==> src/hdl/pldc_pkg.sv <==
// package: constants and types of the programmable logic datapath cell
package pldc_pkg;
	// widths and sizes
	localparam int DW        = 8;
	localparam int CW        = 16;
	localparam int AW        = 5;
	localparam int QDEPTH    = 4;
	localparam int CFG_WORDS = 8;
	localparam int CAW       = 3;
	localparam int PLD_IN    = 12;
	localparam int PLD_PT    = 8;
	localparam int PLD_OUT   = 4;
	localparam int NROUTE    = 6;
	localparam int NSEL      = 5;
	localparam int SELW      = 3;
	// bus word addresses
	localparam logic [AW-1:0] ADDR_ACC0  = 5'h00;
	localparam logic [AW-1:0] ADDR_OPR0  = 5'h02;
	localparam logic [AW-1:0] ADDR_QUE0  = 5'h04;
	localparam logic [AW-1:0] ADDR_SETUP = 5'h06;
	localparam logic [AW-1:0] ADDR_MPOLY = 5'h07;
	localparam logic [AW-1:0] ADDR_CMASK = 5'h08;
	localparam logic [AW-1:0] ADDR_OSEL  = 5'h09;
	localparam logic [AW-1:0] ADDR_STAT  = 5'h0A;
	localparam logic [AW-1:0] ADDR_CFG   = 5'h10;
	// dynamic configuration word fields
	localparam int F_FUNC  = 0;
	localparam int F_SRCA  = 3;
	localparam int F_SRCB  = 5;
	localparam int F_SHIFT = 7;
	localparam int F_DEST  = 9;
	localparam int F_WE    = 10;
	localparam int F_QLOAD = 11;
	localparam int F_QCAP  = 13;
	localparam int F_CSEL  = 15;
	// static setup register fields
	localparam int S_QDIR  = 0;
	localparam int S_PAIR0 = 2;
	localparam int S_PAIR1 = 3;
	localparam int S_MSB   = 4;
	localparam int S_CRC   = 7;
	localparam int S_CHC   = 8;
	localparam int S_CHS   = 9;
	localparam int S_CHK   = 10;
	localparam int S_APLD  = 11;
	// values after reset
	localparam logic [CW-1:0] RST_SETUP = 16'h0070;
	localparam logic [CW-1:0] RST_WORD  = 16'h0000;
	localparam logic [DW-1:0] ONES      = 8'hFF;
	typedef enum logic [2:0] {
		PLDC_PASS, PLDC_INC, PLDC_DEC, PLDC_ADD,
		PLDC_SUB, PLDC_AND, PLDC_OR, PLDC_XOR
	} pldc_func_t;
	typedef enum logic [1:0] {SH_NONE, SH_LEFT, SH_RIGHT, SH_SWAP} pldc_shift_t;
	typedef enum logic [1:0] {Q_NONE, Q_TO_ACC, Q_TO_OPR, Q_RSVD} pldc_qload_t;
	typedef enum logic [1:0] {CAP_NONE, CAP_ACC, CAP_ALU0, CAP_ALU1} pldc_cap_t;
	typedef enum logic [2:0] {
		C_CMP0, C_CMP1, C_ZERO0, C_ZERO1,
		C_ONES0, C_OVF, C_QST0, C_QST1
	} pldc_cond_t;
endpackage
==> src/hdl/pldc_cell.sv <==
// top: programmable logic datapath cell, two logic arrays and an 8-bit datapath
`timescale 1ns/1ps
// Functional notes
// - each array: 12 inputs, 8 product terms, true or complement per input
// - each output ORs a chosen subset of the 8 terms, same width everywhere
// - two arrays, every output usable registered or combinational inside the cell, always registered at the pins
// - 8-bit datapath, one ALU operation per clock
// - six working registers all reachable from the system bus
// - accumulators are ALU sources, sinks, compare sources; data registers sources only
// - two four-byte queues load registers and capture accumulators or ALU
// - eight 16-bit config words, address from routing or from logic array 0, chosen every cycle
// - ALU: increment, decrement, add, subtract, AND, OR, XOR, pass
// - shift left, shift right, nibble swap and OR mask after the ALU
// - two masked comparators over accumulator and data register pairings
// - zero, all-ones and overflow conditions, selectable onto routing
// - programmable most significant bit for arithmetic and shifts
// - one CRC or pseudo random step per clock, programmable polynomial
// - each queue set as input buffer or output buffer independently
// - queue status selectable as a routed output
// - carry, shift data and condition chain to neighbouring cells
// - six routed inputs and six routed outputs
module pldc_cell
	import pldc_pkg::*;
(
	// clock and reset
	input  wire logic                                  clock,
	input  wire logic                                  resetn,
	// system bus
	input  wire logic [AW-1:0]                         bus_addr,
	input  wire logic                                  bus_wr,
	input  wire logic                                  bus_rd,
	input  wire logic [CW-1:0]                         bus_wdata,
	output logic [CW-1:0]                              bus_rdata,
	output logic                                       bus_rvalid,
	// routing matrix
	input  wire logic [NROUTE-1:0]                     route_in,
	output logic [NROUTE-1:0]                          route_out,
	// chaining to neighbour cells
	input  wire logic                                  chain_carry_in,
	input  wire logic                                  chain_shift_in,
	input  wire logic                                  chain_cond_in,
	output logic                                       chain_carry_out,
	output logic                                       chain_shift_out,
	output logic                                       chain_cond_out,
	// logic arrays
	input  wire logic [1:0][PLD_IN-1:0]                pld_in,
	input  wire logic [1:0][PLD_PT-1:0][PLD_IN-1:0]    pld_and_true,
	input  wire logic [1:0][PLD_PT-1:0][PLD_IN-1:0]    pld_and_comp,
	input  wire logic [1:0][PLD_OUT-1:0][PLD_PT-1:0]   pld_or_sel,
	input  wire logic [1:0][PLD_OUT-1:0]               pld_reg_sel,
	output logic [1:0][PLD_OUT-1:0]                    pld_out
);
	logic                          rst_s1_q;
	logic                          rst_n_q;
	wire logic [1:0][PLD_PT-1:0]   pterm;
	wire logic [1:0][PLD_OUT-1:0]  sop;
	wire logic [1:0][PLD_OUT-1:0]  pld_val;
	logic [1:0][PLD_OUT-1:0]       pld_state_q;
	logic [CW-1:0]                 cfg_ram [CFG_WORDS];
	logic [CW-1:0]                 setup_q;
	logic [CW-1:0]                 mpoly_q;
	logic [CW-1:0]                 cmask_q;
	logic [CW-1:0]                 osel_q;
	logic [1:0][DW-1:0]            acc_q;
	logic [1:0][DW-1:0]            opr_q;
	logic                          carry_q;
	logic                          ovf_q;
	logic                          sout_q;
	logic [CAW-1:0]                cfg_addr;
	logic [CW-1:0]                 cw;
	pldc_func_t                    func;
	pldc_shift_t                   shift;
	pldc_qload_t                   qload;
	pldc_cap_t                     cap;
	logic [DW-1:0]                 opa;
	logic [DW-1:0]                 opb;
	logic [DW-1:0]                 addb;
	logic                          cin;
	logic [DW:0]                   sum;
	logic [DW-1:0]                 alu;
	logic [DW-1:0]                 shifted;
	logic [DW-1:0]                 keep;
	logic [DW-1:0]                 res;
	logic [2:0]                    msb;
	logic                          sin;
	logic                          sout;
	logic                          is_arith;
	logic                          ca_out;
	logic                          ovf;
	logic                          stall;
	logic                          cmp0;
	logic                          cmp1;
	logic [7:0]                    conds;
	logic [1:0]                    q_dir;
	logic [1:0]                    cap_req;
	logic [1:0]                    load_req;
	wire logic [1:0][DW-1:0]       q_data;
	wire logic [1:0]               q_valid;
	wire logic [1:0]               q_ready;
	logic [CW-1:0]                 rd_mux;

	// operand selection shared by both ALU inputs
	function automatic logic [DW-1:0] pick(input logic [1:0] s, input logic [1:0][DW-1:0] a,
		input logic [1:0][DW-1:0] d);
		return s[1] ? d[s[0]] : a[s[0]];
	endfunction

	// reset release through two flip-flops
	always_ff @(posedge clock or negedge resetn) begin
		if (!resetn) begin
			rst_s1_q <= 1'b0;
			rst_n_q  <= 1'b0;
		end else begin
			rst_s1_q <= 1'b1;
			rst_n_q  <= rst_s1_q;
		end
	end

	// sum-of-products arrays
	genvar g, p, o;
	generate
		for (g = 0; g < 2; g++) begin : g_pld
			for (p = 0; p < PLD_PT; p++) begin : g_pt
				assign pterm[g][p] = (&(~pld_and_true[g][p] | pld_in[g]))
					& (&(~pld_and_comp[g][p] | ~pld_in[g]));
			end
			for (o = 0; o < PLD_OUT; o++) begin : g_or
				assign sop[g][o]     = |(pld_or_sel[g][o] & pterm[g]);
				assign pld_val[g][o] = pld_reg_sel[g][o] ? pld_state_q[g][o] : sop[g][o];
			end
		end
	endgenerate

	// array state bits and registered copy to the pins
	always_ff @(posedge clock or negedge rst_n_q) begin
		if (!rst_n_q) begin
			pld_state_q <= '0;
			pld_out     <= '0;
		end else begin
			pld_state_q <= sop;
			pld_out     <= pld_val;
		end
	end

	// configuration word chosen this cycle
	assign cfg_addr = setup_q[S_APLD] ? pld_val[0][CAW-1:0] : route_in[CAW-1:0];
	assign cw       = cfg_ram[cfg_addr];
	assign func     = pldc_func_t'(cw[F_FUNC +: 3]);
	assign shift    = pldc_shift_t'(cw[F_SHIFT +: 2]);
	assign qload    = pldc_qload_t'(cw[F_QLOAD +: 2]);
	assign cap      = pldc_cap_t'(cw[F_QCAP +: 2]);
	assign msb      = setup_q[S_MSB +: 3];
	assign opa      = pick(cw[F_SRCA +: 2], acc_q, opr_q);
	assign opb      = pick(cw[F_SRCB +: 2], acc_q, opr_q);

	// adder operand and carry for the arithmetic functions
	always_comb begin
		addb = opb;
		cin  = cw[F_CSEL] ? carry_q : (setup_q[S_CHC] ? chain_carry_in : route_in[4]);
		case (func)
			PLDC_INC: begin
				addb = '0;
				cin  = 1'b1;
			end
			PLDC_DEC: begin
				addb = ONES;
				cin  = 1'b0;
			end
			PLDC_SUB: begin
				addb = ~opb;
				cin  = 1'b1;
			end
			default: ;
		endcase
	end

	assign sum      = {1'b0, opa} + {1'b0, addb} + {{DW{1'b0}}, cin};
	assign is_arith = (func == PLDC_INC) || (func == PLDC_DEC) || (func == PLDC_ADD) || (func == PLDC_SUB);
	assign ca_out   = sum[4'(msb) + 4'h1];
	assign ovf      = is_arith && (opa[msb] ~^ addb[msb]) && (opa[msb] ^ alu[msb]);

	// ALU function select
	always_comb begin
		case (func)
			PLDC_PASS: alu = opa;
			PLDC_AND:  alu = opa & opb;
			PLDC_OR:   alu = opa | opb;
			PLDC_XOR:  alu = opa ^ opb;
			default:   alu = sum[DW-1:0];
		endcase
	end

	// shifter, CRC step, width trim and OR mask
	assign sin  = setup_q[S_CHS] ? chain_shift_in : (shift == SH_RIGHT ? route_in[5] : route_in[3]);
	assign keep = ONES >> (3'(DW - 1) - msb);
	always_comb begin
		shifted = alu;
		sout    = 1'b0;
		case (shift)
			SH_LEFT: begin
				shifted = {alu[DW-2:0], sin};
				sout    = alu[msb];
			end
			SH_RIGHT: begin
				shifted      = alu >> 1;
				shifted[msb] = sin;
				sout         = alu[0];
			end
			SH_SWAP: shifted = {alu[DW/2-1:0], alu[DW-1:DW/2]};
			default: ;
		endcase
		if (setup_q[S_CRC] && shift == SH_LEFT) begin
			shifted = {alu[DW-2:0], 1'b0} ^ ((alu[msb] ^ sin) ? mpoly_q[CW-1:DW] : '0);
		end
	end
	assign res = (shifted & keep) | mpoly_q[DW-1:0];

	// queue requests; datapath stalls when a needed queue cannot move
	assign q_dir       = setup_q[S_QDIR +: 2];
	assign cap_req[0]  = q_dir[0] && (cap == CAP_ACC || cap == CAP_ALU0);
	assign cap_req[1]  = q_dir[1] && (cap == CAP_ACC || cap == CAP_ALU1);
	assign load_req[0] = !q_dir[0] && (qload == Q_TO_ACC || qload == Q_TO_OPR);
	assign load_req[1] = !q_dir[1] && (qload == Q_TO_ACC || qload == Q_TO_OPR);
	assign stall       = |(load_req & ~q_valid) || |(cap_req & ~q_ready);

	// the two queues, direction per queue
	generate
		for (g = 0; g < 2; g++) begin : g_que
			pldc_fifo #(
				.W(DW),
				.D(QDEPTH)
			) u_fifo (
				.clock     (clock),
				.rst_n     (rst_n_q),
				.in_data   (q_dir[g] ? (cap == CAP_ACC ? acc_q[g] : res) : bus_wdata[DW-1:0]),
				.in_valid  (q_dir[g] ? (cap_req[g] && !stall)
					: (bus_wr && bus_addr == ADDR_QUE0 + AW'(g))),
				.in_ready  (q_ready[g]),
				.out_data  (q_data[g]),
				.out_valid (q_valid[g]),
				.out_ready (q_dir[g] ? (bus_rd && bus_addr == ADDR_QUE0 + AW'(g))
					: (load_req[g] && !stall))
			);
		end
	endgenerate

	// accumulators: bus write, then queue load, then ALU result
	always_ff @(posedge clock or negedge rst_n_q) begin
		if (!rst_n_q) begin
			acc_q <= '0;
		end else begin
			for (int i = 0; i < 2; i++) begin
				if (bus_wr && bus_addr == ADDR_ACC0 + AW'(i)) acc_q[i] <= bus_wdata[DW-1:0];
				else if (!stall && qload == Q_TO_ACC && load_req[i]) acc_q[i] <= q_data[i];
				else if (!stall && cw[F_WE] && cw[F_DEST] == 1'(i)) acc_q[i] <= res;
			end
		end
	end

	// data registers: bus write or queue load only
	always_ff @(posedge clock or negedge rst_n_q) begin
		if (!rst_n_q) begin
			opr_q <= '0;
		end else begin
			for (int i = 0; i < 2; i++) begin
				if (bus_wr && bus_addr == ADDR_OPR0 + AW'(i)) opr_q[i] <= bus_wdata[DW-1:0];
				else if (!stall && qload == Q_TO_OPR && load_req[i]) opr_q[i] <= q_data[i];
			end
		end
	end

	// registered carry, overflow and shift out
	always_ff @(posedge clock or negedge rst_n_q) begin
		if (!rst_n_q) begin
			carry_q <= 1'b0;
			ovf_q   <= 1'b0;
			sout_q  <= 1'b0;
		end else if (!stall) begin
			if (is_arith) carry_q <= ca_out;
			if (is_arith) ovf_q <= ovf;
			if (shift == SH_LEFT || shift == SH_RIGHT) sout_q <= sout;
		end
	end

	// setup registers and configuration memory
	always_ff @(posedge clock or negedge rst_n_q) begin
		if (!rst_n_q) begin
			setup_q <= RST_SETUP;
			mpoly_q <= RST_WORD;
			cmask_q <= RST_WORD;
			osel_q  <= RST_WORD;
			for (int i = 0; i < CFG_WORDS; i++) cfg_ram[i] <= RST_WORD;
		end else if (bus_wr) begin
			if (bus_addr == ADDR_SETUP) setup_q <= bus_wdata;
			else if (bus_addr == ADDR_MPOLY) mpoly_q <= bus_wdata;
			else if (bus_addr == ADDR_CMASK) cmask_q <= bus_wdata;
			else if (bus_addr == ADDR_OSEL) osel_q <= bus_wdata;
			else if (bus_addr >= ADDR_CFG) cfg_ram[bus_addr[CAW-1:0]] <= bus_wdata;
		end
	end

	// masked compares and condition vector
	assign cmp0  = ((acc_q[0] ^ (setup_q[S_PAIR0] ? acc_q[1] : opr_q[0])) & cmask_q[DW-1:0]) == '0
		&& (!setup_q[S_CHK] || chain_cond_in);
	assign cmp1  = ((acc_q[1] ^ (setup_q[S_PAIR1] ? acc_q[0] : opr_q[1])) & cmask_q[CW-1:DW]) == '0;
	assign conds = {q_dir[1] ? q_valid[1] : q_ready[1], q_dir[0] ? q_valid[0] : q_ready[0], ovf_q,
		acc_q[0] == ONES, acc_q[1] == '0, acc_q[0] == '0, cmp1, cmp0};

	// routed and chained outputs
	always_ff @(posedge clock or negedge rst_n_q) begin
		if (!rst_n_q) begin
			route_out       <= '0;
			chain_carry_out <= 1'b0;
			chain_shift_out <= 1'b0;
			chain_cond_out  <= 1'b0;
		end else begin
			for (int k = 0; k < NSEL; k++) route_out[k] <= conds[osel_q[SELW*k +: SELW]];
			route_out[NSEL] <= sout_q;
			chain_carry_out <= ca_out;
			chain_shift_out <= sout;
			chain_cond_out  <= cmp0;
		end
	end

	// read data selection
	always_comb begin
		if (bus_addr == ADDR_ACC0 || bus_addr == ADDR_ACC0 + 5'h01) rd_mux = CW'(acc_q[bus_addr[0]]);
		else if (bus_addr == ADDR_OPR0 || bus_addr == ADDR_OPR0 + 5'h01) rd_mux = CW'(opr_q[bus_addr[0]]);
		else if (bus_addr == ADDR_QUE0 || bus_addr == ADDR_QUE0 + 5'h01) rd_mux = CW'(q_data[bus_addr[0]]);
		else if (bus_addr == ADDR_SETUP) rd_mux = setup_q;
		else if (bus_addr == ADDR_MPOLY) rd_mux = mpoly_q;
		else if (bus_addr == ADDR_CMASK) rd_mux = cmask_q;
		else if (bus_addr == ADDR_OSEL) rd_mux = osel_q;
		else if (bus_addr == ADDR_STAT) rd_mux = CW'({stall, q_ready, q_valid});
		else if (bus_addr >= ADDR_CFG) rd_mux = cfg_ram[bus_addr[CAW-1:0]];
		else rd_mux = '0;
	end

	// registered bus read answer
	always_ff @(posedge clock or negedge rst_n_q) begin
		if (!rst_n_q) begin
			bus_rdata  <= '0;
			bus_rvalid <= 1'b0;
		end else begin
			bus_rvalid <= bus_rd;
			if (bus_rd) bus_rdata <= rd_mux;
		end
	end

	logic plain;
	assign plain = !stall && !bus_wr && !setup_q[S_CRC] && mpoly_q[DW-1:0] == '0 && msb == 3'h7
		&& qload == Q_NONE && cw[F_WE];
endmodule

==> src/hdl/pldc_fifo.sv <==
// byte queue with valid and ready on both sides
`timescale 1ns/1ps
module pldc_fifo #(
	parameter int W = 8,
	parameter int D = 4
) (
	// clock and reset
	input  wire logic         clock,
	input  wire logic         rst_n,
	// filling side
	input  wire logic [W-1:0] in_data,
	input  wire logic         in_valid,
	output logic              in_ready,
	// draining side
	output logic [W-1:0]      out_data,
	output logic              out_valid,
	input  wire logic         out_ready
);
	localparam int PW = $clog2(D);
	logic [W-1:0]  mem [D];
	logic [PW-1:0] wr_q;
	logic [PW-1:0] rd_q;
	logic [PW:0]   cnt_q;
	logic          push;
	logic          pop;

	// honest flags; full refuses, empty drops out_valid
	assign in_ready  = cnt_q != (PW+1)'(D);
	assign out_valid = cnt_q != '0;
	assign out_data  = mem[out_valid ? rd_q : rd_q - 1'b1]; // empty shows the last byte taken
	assign push      = in_valid && in_ready;
	assign pop       = out_valid && out_ready;

	// storage, written only on an accepted push
	always_ff @(posedge clock) begin
		if (push) begin
			mem[wr_q] <= in_data;
		end
	end

	// pointers and fill count; depth is a power of two
	always_ff @(posedge clock or negedge rst_n) begin
		if (!rst_n) begin
			wr_q  <= '0;
			rd_q  <= '0;
			cnt_q <= '0;
		end else begin
			if (push) wr_q <= wr_q + 1'b1;
			if (pop) rd_q <= rd_q + 1'b1;
			if (push && !pop) cnt_q <= cnt_q + 1'b1;
			else if (pop && !push) cnt_q <= cnt_q - 1'b1;
		end
	end
endmodule

==> config.mk <==
export PLATFORM = sky130hd
export DESIGN_NAME = pldc_cell
export DESIGN_NICKNAME = d
export VERILOG_FILES = /design/src/hdl/pldc_pkg.sv /design/src/hdl/pldc_cell.sv /design/src/hdl/pldc_fifo.sv
export SDC_FILE = /design/constraint.sdc
export NUM_CORES = 1
export LEC_CHECK = 0
export BUFFER_PORTS_ARGS = -buffer_cell sky130_fd_sc_hd__buf_2
export CAP_MARGIN = 20
export CORE_MARGIN = 5
export CORE_UTILIZATION = 35
export DETAILED_ROUTE_END_ITERATION = 7
export GPL_ROUTABILITY_DRIVEN = 0
export PLACE_DENSITY_LB_ADDON = 0.3
export SETUP_SLACK_MARGIN = 0.05
export SYNTH_ARGS = -nofsm -noshare
export SYNTH_HDL_FRONTEND = slang
export SYNTH_SLANG_ARGS = --single-unit
==> constraint.sdc <==
create_clock -name clock -period 24.2 [get_ports clock]
set_input_delay 2.42 -clock clock [delete_from_list [all_inputs] [get_ports clock]]
set_output_delay 2.42 -clock clock [all_outputs]
set_load 0.05 [all_outputs]
### Word level (Yosys, flattened, before mapping)

Memory sizes are Yosys's and may differ from the RTL's.
Index checks and enable logic that the tools add are counted.

| storage, ports and cells | value |
|---|---|
| register bits | 285 |
| latch bits | 0 |
| bits in writable memories | 64 |
| ROM bits | 0 |
| logic and storage cells | 443 |
| memories | 2 |

Memories:

| memory | depth | width | read ports | clocked after memory_dff | wr ports | line | text |
|---|---|---|---|---|---|---|---|
| g_que[0].u_fifo.mem | 4 | 8 | 1 | 0 | 1 | pldc_fifo.sv:20 | `logic [W-1:0] mem [D];` |
| g_que[1].u_fifo.mem | 4 | 8 | 1 | 0 | 1 | pldc_fifo.sv:20 |  |

| cells by class | value |
|---|---|
| add/sub/neg operators | 14 |
| multiply operators | 0 |
| div/mod/pow operators | 0 |
| order comparisons | 15 |
| eq/ne operators | 28 |
| shift operators | 1 |
| multiplexer cells | 107 |
| bitwise logic cells | 116 |
| reductions and logical operators | 123 |

Operator list:

| operator | number |
|---|---|
| 12-bit NOT | 34 |
| 12-bit OR | 32 |
| 12-bit AND reduction | 32 |
| 8-bit 2-to-1 mux | 34 |
| 16-bit 2-to-1 mux | 14 |
| 128-bit bitwise mux | 1 |
| 8-bit bitwise AND | 12 |
| 16-bit binary-select mux with 3-bit select | 2 |
| 8-bit OR reduction | 8 |
| 16-bit demux with 3-bit select | 1 |
| 8-bit one-hot mux with 3 select lines | 2 |
| 1-bit logical AND | 39 |
| 8-bit logical NOT | 4 |
| 1-bit 2-to-1 mux | 32 |
| 8-bit one-hot mux with 4 select lines | 1 |
| 8-bit bitwise XOR | 4 |
| 1-bit binary-select mux with 3-bit select | 8 |
| 3-bit by 4-bit < comparator with 1-bit output (second input constant) | 6 |
| 5-bit by 3-bit equality test with 1-bit output (second input constant) | 4 |
| 1-bit bitwise AND | 16 |
| 8-bit OR | 2 |
| 5-bit by 4-bit equality test with 1-bit output (second input constant) | 3 |
| 3-bit 2-to-1 mux | 5 |
| 3-bit equality test (second input constant) | 4 |
| other kinds (47) | 104 |

### Depth between registers and ports, before layout

| logic depth | value |
|---|---|
| depth in word-level cells | 31 |
| mapped depth | 39 |
| gate-level depth less buffers | 33 |

### By module

Synthesis repeated with hierarchy kept, for this count alone.

| second synthesis, totals | value |
|---|---|
| cells, all modules | 2587 |
| area total of the unflattened synthesis | 25594.5 µm² |

Modules (own cells, without submodules):

| module | times used | cells each | area an instance (µm²) | seq. area each (µm²) |
|---|---|---|---|---|
| pldc_cell | 1 | 2303 | 21849.7 | 6785.3 |
| pldc_fifo at g_que[1].u_fifo | 1 | 149 | 1886.8 | 1136.1 |
| pldc_fifo at g_que[0].u_fifo | 1 | 135 | 1858.0 | 1136.1 |

### Least setup slack after synthesis

OpenSTA, ideal clock, no wires.

| timing path | value |
|---|---|
| kind | input port to flip-flop |
| start point | in pld_in[8] (netlist name) |
| end point | mem g_que[0].u_fifo.mem[0][6] (data pin) |
| setup time | 275 ps |
| arrival time | 9616 ps |
| data required time | 23925 ps |
| setup slack | 14309 ps |
| stages | 30 |
| cells stage by stage | buf_2 -> mux2i_1 -> nand3_1 -> nor4_1 -> and3_1 -> a211o_1 -> o311ai_2 -> nand2_1 -> clkbuf_1 -> mux4_2 -> mux2i_1 -> mux2_2 -> maj3_1 -> a211oi_1 -> ha_1 -> a21o_1 -> a21oi_1 -> o21bai_1 -> a21oi_1 -> xnor2_1 -> mux2_2 -> mux2i_1 -> o32ai_1 -> a222oi_1 -> a31o_1 -> buf_2 -> nand3_1 -> xnor2_1 -> o21a_1 -> o41a_1 |

| between the ends | value |
|---|---|
| word-level cells in the longest chain between the ends | 30 |
| elaborated cells between the ends (all ways) | 102 |

Ends and longest elaborated chain:

| what | line | text |
|---|---|---|
| start, declared | pldc_cell.sv:46 | `input wire logic [1:0][PLD_IN-1:0] pld_in,` |
| 12-bit NOT | pldc_cell.sv:125 | `& (&(~pld_and_comp[g][p] \| ~pld_in[g]));` |
| 12-bit OR | pldc_cell.sv:125 |  |
| 12-bit AND reduction | pldc_cell.sv:125 |  |
| 1-bit bitwise AND | pldc_cell.sv:125 |  |
| 8-bit bitwise AND | pldc_cell.sv:128 | `assign sop[g][o] = \|(pld_or_sel[g][o] & pterm[g]);` |
| 8-bit OR reduction | pldc_cell.sv:128 |  |
| 1-bit 2-to-1 mux | pldc_cell.sv:129 | `assign pld_val[g][o] = pld_reg_sel[g][o] ? pld_state_q[g][o] : sop[g][o];` |
| 3-bit 2-to-1 mux (*) | pldc_cell.sv:146 | `assign cfg_addr = setup_q[S_APLD] ? pld_val[0][CAW-1:0] : route_in[CAW-1:0];` |
| [... 14 more ...] | -- |  |
| 1-bit bitwise XOR | pldc_cell.sv:213 | `shifted = {alu[DW-2:0], 1'b0} ^ ((alu[msb] ^ sin) ? mpoly_q[CW-1:DW] : '0);` |
| 8-bit 2-to-1 mux | pldc_cell.sv:213 |  |
| 8-bit bitwise XOR | pldc_cell.sv:213 |  |
| 8-bit 2-to-1 mux | pldc_cell.sv:212 | `if (setup_q[S_CRC] && shift == SH_LEFT) begin` |
| 8-bit bitwise AND | pldc_cell.sv:216 | `assign res = (shifted & keep) \| mpoly_q[DW-1:0];` |
| 8-bit OR | pldc_cell.sv:216 |  |
| 8-bit 2-to-1 mux (*) (2 in a row) | pldc_cell.sv:235 | `.in_data (q_dir[g] ? (cap == CAP_ACC ? acc_q[g] : res) : bus_wdata[DW-1:0]),` |
| net g_que[0].u_fifo.in_data[6] | pldc_fifo.sv:11 | `input wire logic [W-1:0] in_data,` |
| end, declared | pldc_fifo.sv:20 |  |

The timed path passes the listed nets; every way through them passes the cells marked *. The select of a mux whose other input is x is not followed.

### Worst setup path in the final report

| timing path | value |
|---|---|
| start point | in pld_in[7] (netlist name) |
| end point | mem g_que[0].u_fifo.mem[0][3] (data pin) |

Same word-level chain as after synthesis.

==> flow_metrics.tcl <==
set metrics [dict create \
    status "finished, final reports clean" \
    crit_path_start_kind "input port" \
    syn_avg_cell_area_um2 10.2 \
    finalHoldViolCount 0 \
    synth.distinct_cells 87 \
    dp_hpwl_mm 81.4 \
    wirelength_mm 106 \
    wl_per_cell_um 27.5 \
    final_cell_mix "546 x buf_2, 281 x dfrtp_1, 247 x mux2_2" \
    drv_cap 0 \
    pwr_density_cell_nw_per_um2 107 \
    slew_viol_final 0 \
    grt.total_usage 0.264 \
    grt_pass1_vias 23204 \
    synth_fp_nets 2994 \
    clk_latency_ps 580 \
    postCtsSetupBuffers 0 \
    r2r-end "g_que[0].u_fifo.mem[0][3]" \
    setup_violations 0 \
    synth_seq_cells 349 \
    nFillCells 6893 \
    ctsHtreeMaxLevel 2 \
    cpLargestDelayFamily "compound AO/OA/AOI/OAI gates" \
    worst-slew-pin-transition_ps 1080 \
    core_um2 70100 \
    ir_drop_v 0.0000529 \
    fin_nets 3452 \
    power.leakage_nw 13.1 \
    clockBufferDepth 3 \
    cp_slowest_cell "o32ai_1" \
    r2r_slack_ps 15440 \
    cp.depth 28 \
    io_buffer_count 547 \
    crit_end "g_que[0].u_fifo.mem[0][3]" \
    finalCriticalPeriod_ps 11620 \
    synthArstFlopShare 0.817 \
    grt_pass1_wl_mm 155 \
    antenna_left 0 \
    numClockSinks 349 \
    layout.cells.most_common "buf_2" \
    seqCellArea_um2 9060 \
    endpoint_kind "flop" \
    min_path_type "reg -> reg" \
    grt_max_degree 168 \
    synth_seq_area_share 0.365 \
    synthCells 2432 \
    fin_crit_sh 0.480 \
    drt_iter0_markers 2828 \
    yosysWarnings 0 \
    dp_slack_ps 12340 \
    skew_ps 22.4 \
    vias_per_cell 6.12 \
    synth_ff_type "dfrtp_1" \
    slowest_delay_ps 860 \
    drive_above_1_share 0.347 \
    layout-area-overhead-vs-synth_pct 20.1 \
    rsz0062_at_grt "no" \
    setup-tns-final_ps 0 \
    initial_utilization 0.354 \
    dr.pass1.iters 7 \
    io_pins 548 \
    antenna_found_initial 3 \
    dieArea_um2 76300 \
    row_count 97 \
    crit_fanout 24 \
    relSlewSlack 0.261 \
    crit_path_start "pld_in[7]" \
    cp.arrival_ps 11860 \
    die_h_um 276 \
    multiInputGateArea_um2 14700 \
    timing.final.ws_setup_ps 12580 \
    synth_edf_count 64 \
    whs_path_depth 0 \
    rr_worst_depth 23 \
    vias 23665 \
    root_buffer "clkbuf_16" \
    grt_overflow 0 \
    path_class "in -> reg" \
    required_ps 24450 \
    cts_buffers 40 \
    drc 0 \
    max_clock_freq_mhz 86.1 \
    path_clk_slew_ps 60 \
    r2r-start "setup_q[11]" \
    ctsHoldBuffers 0 \
    fp.dieW_um 276 \
    path_buf_inv 3 \
    tritoncts "yes" \
    ctsResizeCount 0 \
    netlist_area_um2 24800 \
]
per-stage QoR:
stage,total power [mW],area (µm²),util,cells,hold WS (ps)
after floorplan,2.00,24800,-,2432,331
after global placement,2.50,28400,0.405,3788,336
final,3.20,29800,0.425,3866,347
after CTS,3.17,29800,0.425,3862,351
after detailed placement,2.51,28400,0.405,3788,336
after global routing,3.38,29800,0.425,3863,354
layer usage:
layer / track usage / share of wire / up-vias
li1: - / - / 10254
met5: 0 / 0.00012 / -
met4: 0.142 / 0.066 / 2
met2: 0.431 / 0.46 / 1494
met3: 0.0500 / 0.088 / 308
met1: 0.333 / 0.38 / 11607
sequential cells by signal, indices dropped and copies added (netlist names), 4 cells and up:
register,count
cmask_q,16
opr_q,16
bus_rdata,16
g_que.u_fifo.mem,64
mpoly_q,16
g_que.u_fifo.rd_q,4
acc_q,16
osel_q,16
pld_state_q,8
g_que.u_fifo.wr_q,4
setup_q,16
cfg_ram,128
pld_out,8
g_que.u_fifo.cnt_q,6
route_out,6
cells by family after synthesis:
family / share of synthesized area
compound gates: 0.172
xor+xnor: 0.0159
fa+ha+maj: 0.0258
buf+inv: 0.0445
flops: 0.365
mux: 0.252
other cells: 0.000151
simple gates: 0.125
worst min-delay path by stage:
| stage | endpoint | from |
|---|---|---|
| finish | rst_n_q | rst_s1_q |
| global route | rst_n_q | rst_s1_q |
| CTS | rst_n_q | rst_s1_q |
| detailed placement | rst_n_q | rst_s1_q |
| global placement | rst_n_q | rst_s1_q |
| floorplan | rst_n_q | rst_s1_q |
layout make-up:
type                    instances  area share
repair buffers                584       0.102
inverters                     117      0.0147
flip-flops and latches        349       0.304
diodes                          4    0.000336
clock buffers                  49      0.0365
clock inverters                25     0.00962
multi-input cells            1798       0.493
well taps                     940      0.0395
power by group:
group | total [mW] | internal [mW] | leakage [nW] | switching [mW]
registers | 0.916 | 0.744 | 4.12 | 0.172
clock network | 0.644 | 0.370 | 0.677 | 0.274
logic | 1.64 | 0.674 | 8.26 | 0.965
total | 3.20 | 1.79 | 13.1 | 1.41
synth_stat cells, drive strengths merged (7+ instances only):
cell type / instances / share of area
a211oi: 20 / 0.0063
a21oi: 81 / 0.017
a221o: 7 / 0.0028
a221oi: 78 / 0.028
a22o: 49 / 0.017
a22oi: 55 / 0.017
a311oi: 11 / 0.0046
a31oi: 16 / 0.0040
and2: 27 / 0.0068
and3: 12 / 0.0030
and4: 8 / 0.0028
buf: 42 / 0.0077
clkbuf: 126 / 0.019
dfrtp: 282 / 0.28
edfxtp: 64 / 0.077
ha: 44 / 0.022
inv: 114 / 0.017
mux2: 257 / 0.12
mux2i: 157 / 0.063
mux4: 79 / 0.072
nand2: 181 / 0.027
nand2b: 54 / 0.014
nand3: 93 / 0.019
nand4: 50 / 0.013
nor2: 100 / 0.015
nor2b: 16 / 0.0040
nor3: 48 / 0.0097
nor4: 9 / 0.0023
o2111ai: 17 / 0.0060
o211ai: 20 / 0.0061
o21a: 17 / 0.0051
o21ai: 103 / 0.021
o221ai: 17 / 0.0060
o22ai: 35 / 0.0088
or2: 7 / 0.0018
or3: 10 / 0.0025
xnor2: 32 / 0.011
xor2: 13 / 0.0046
No activity file was read; power rests on OpenSTA's default activity.
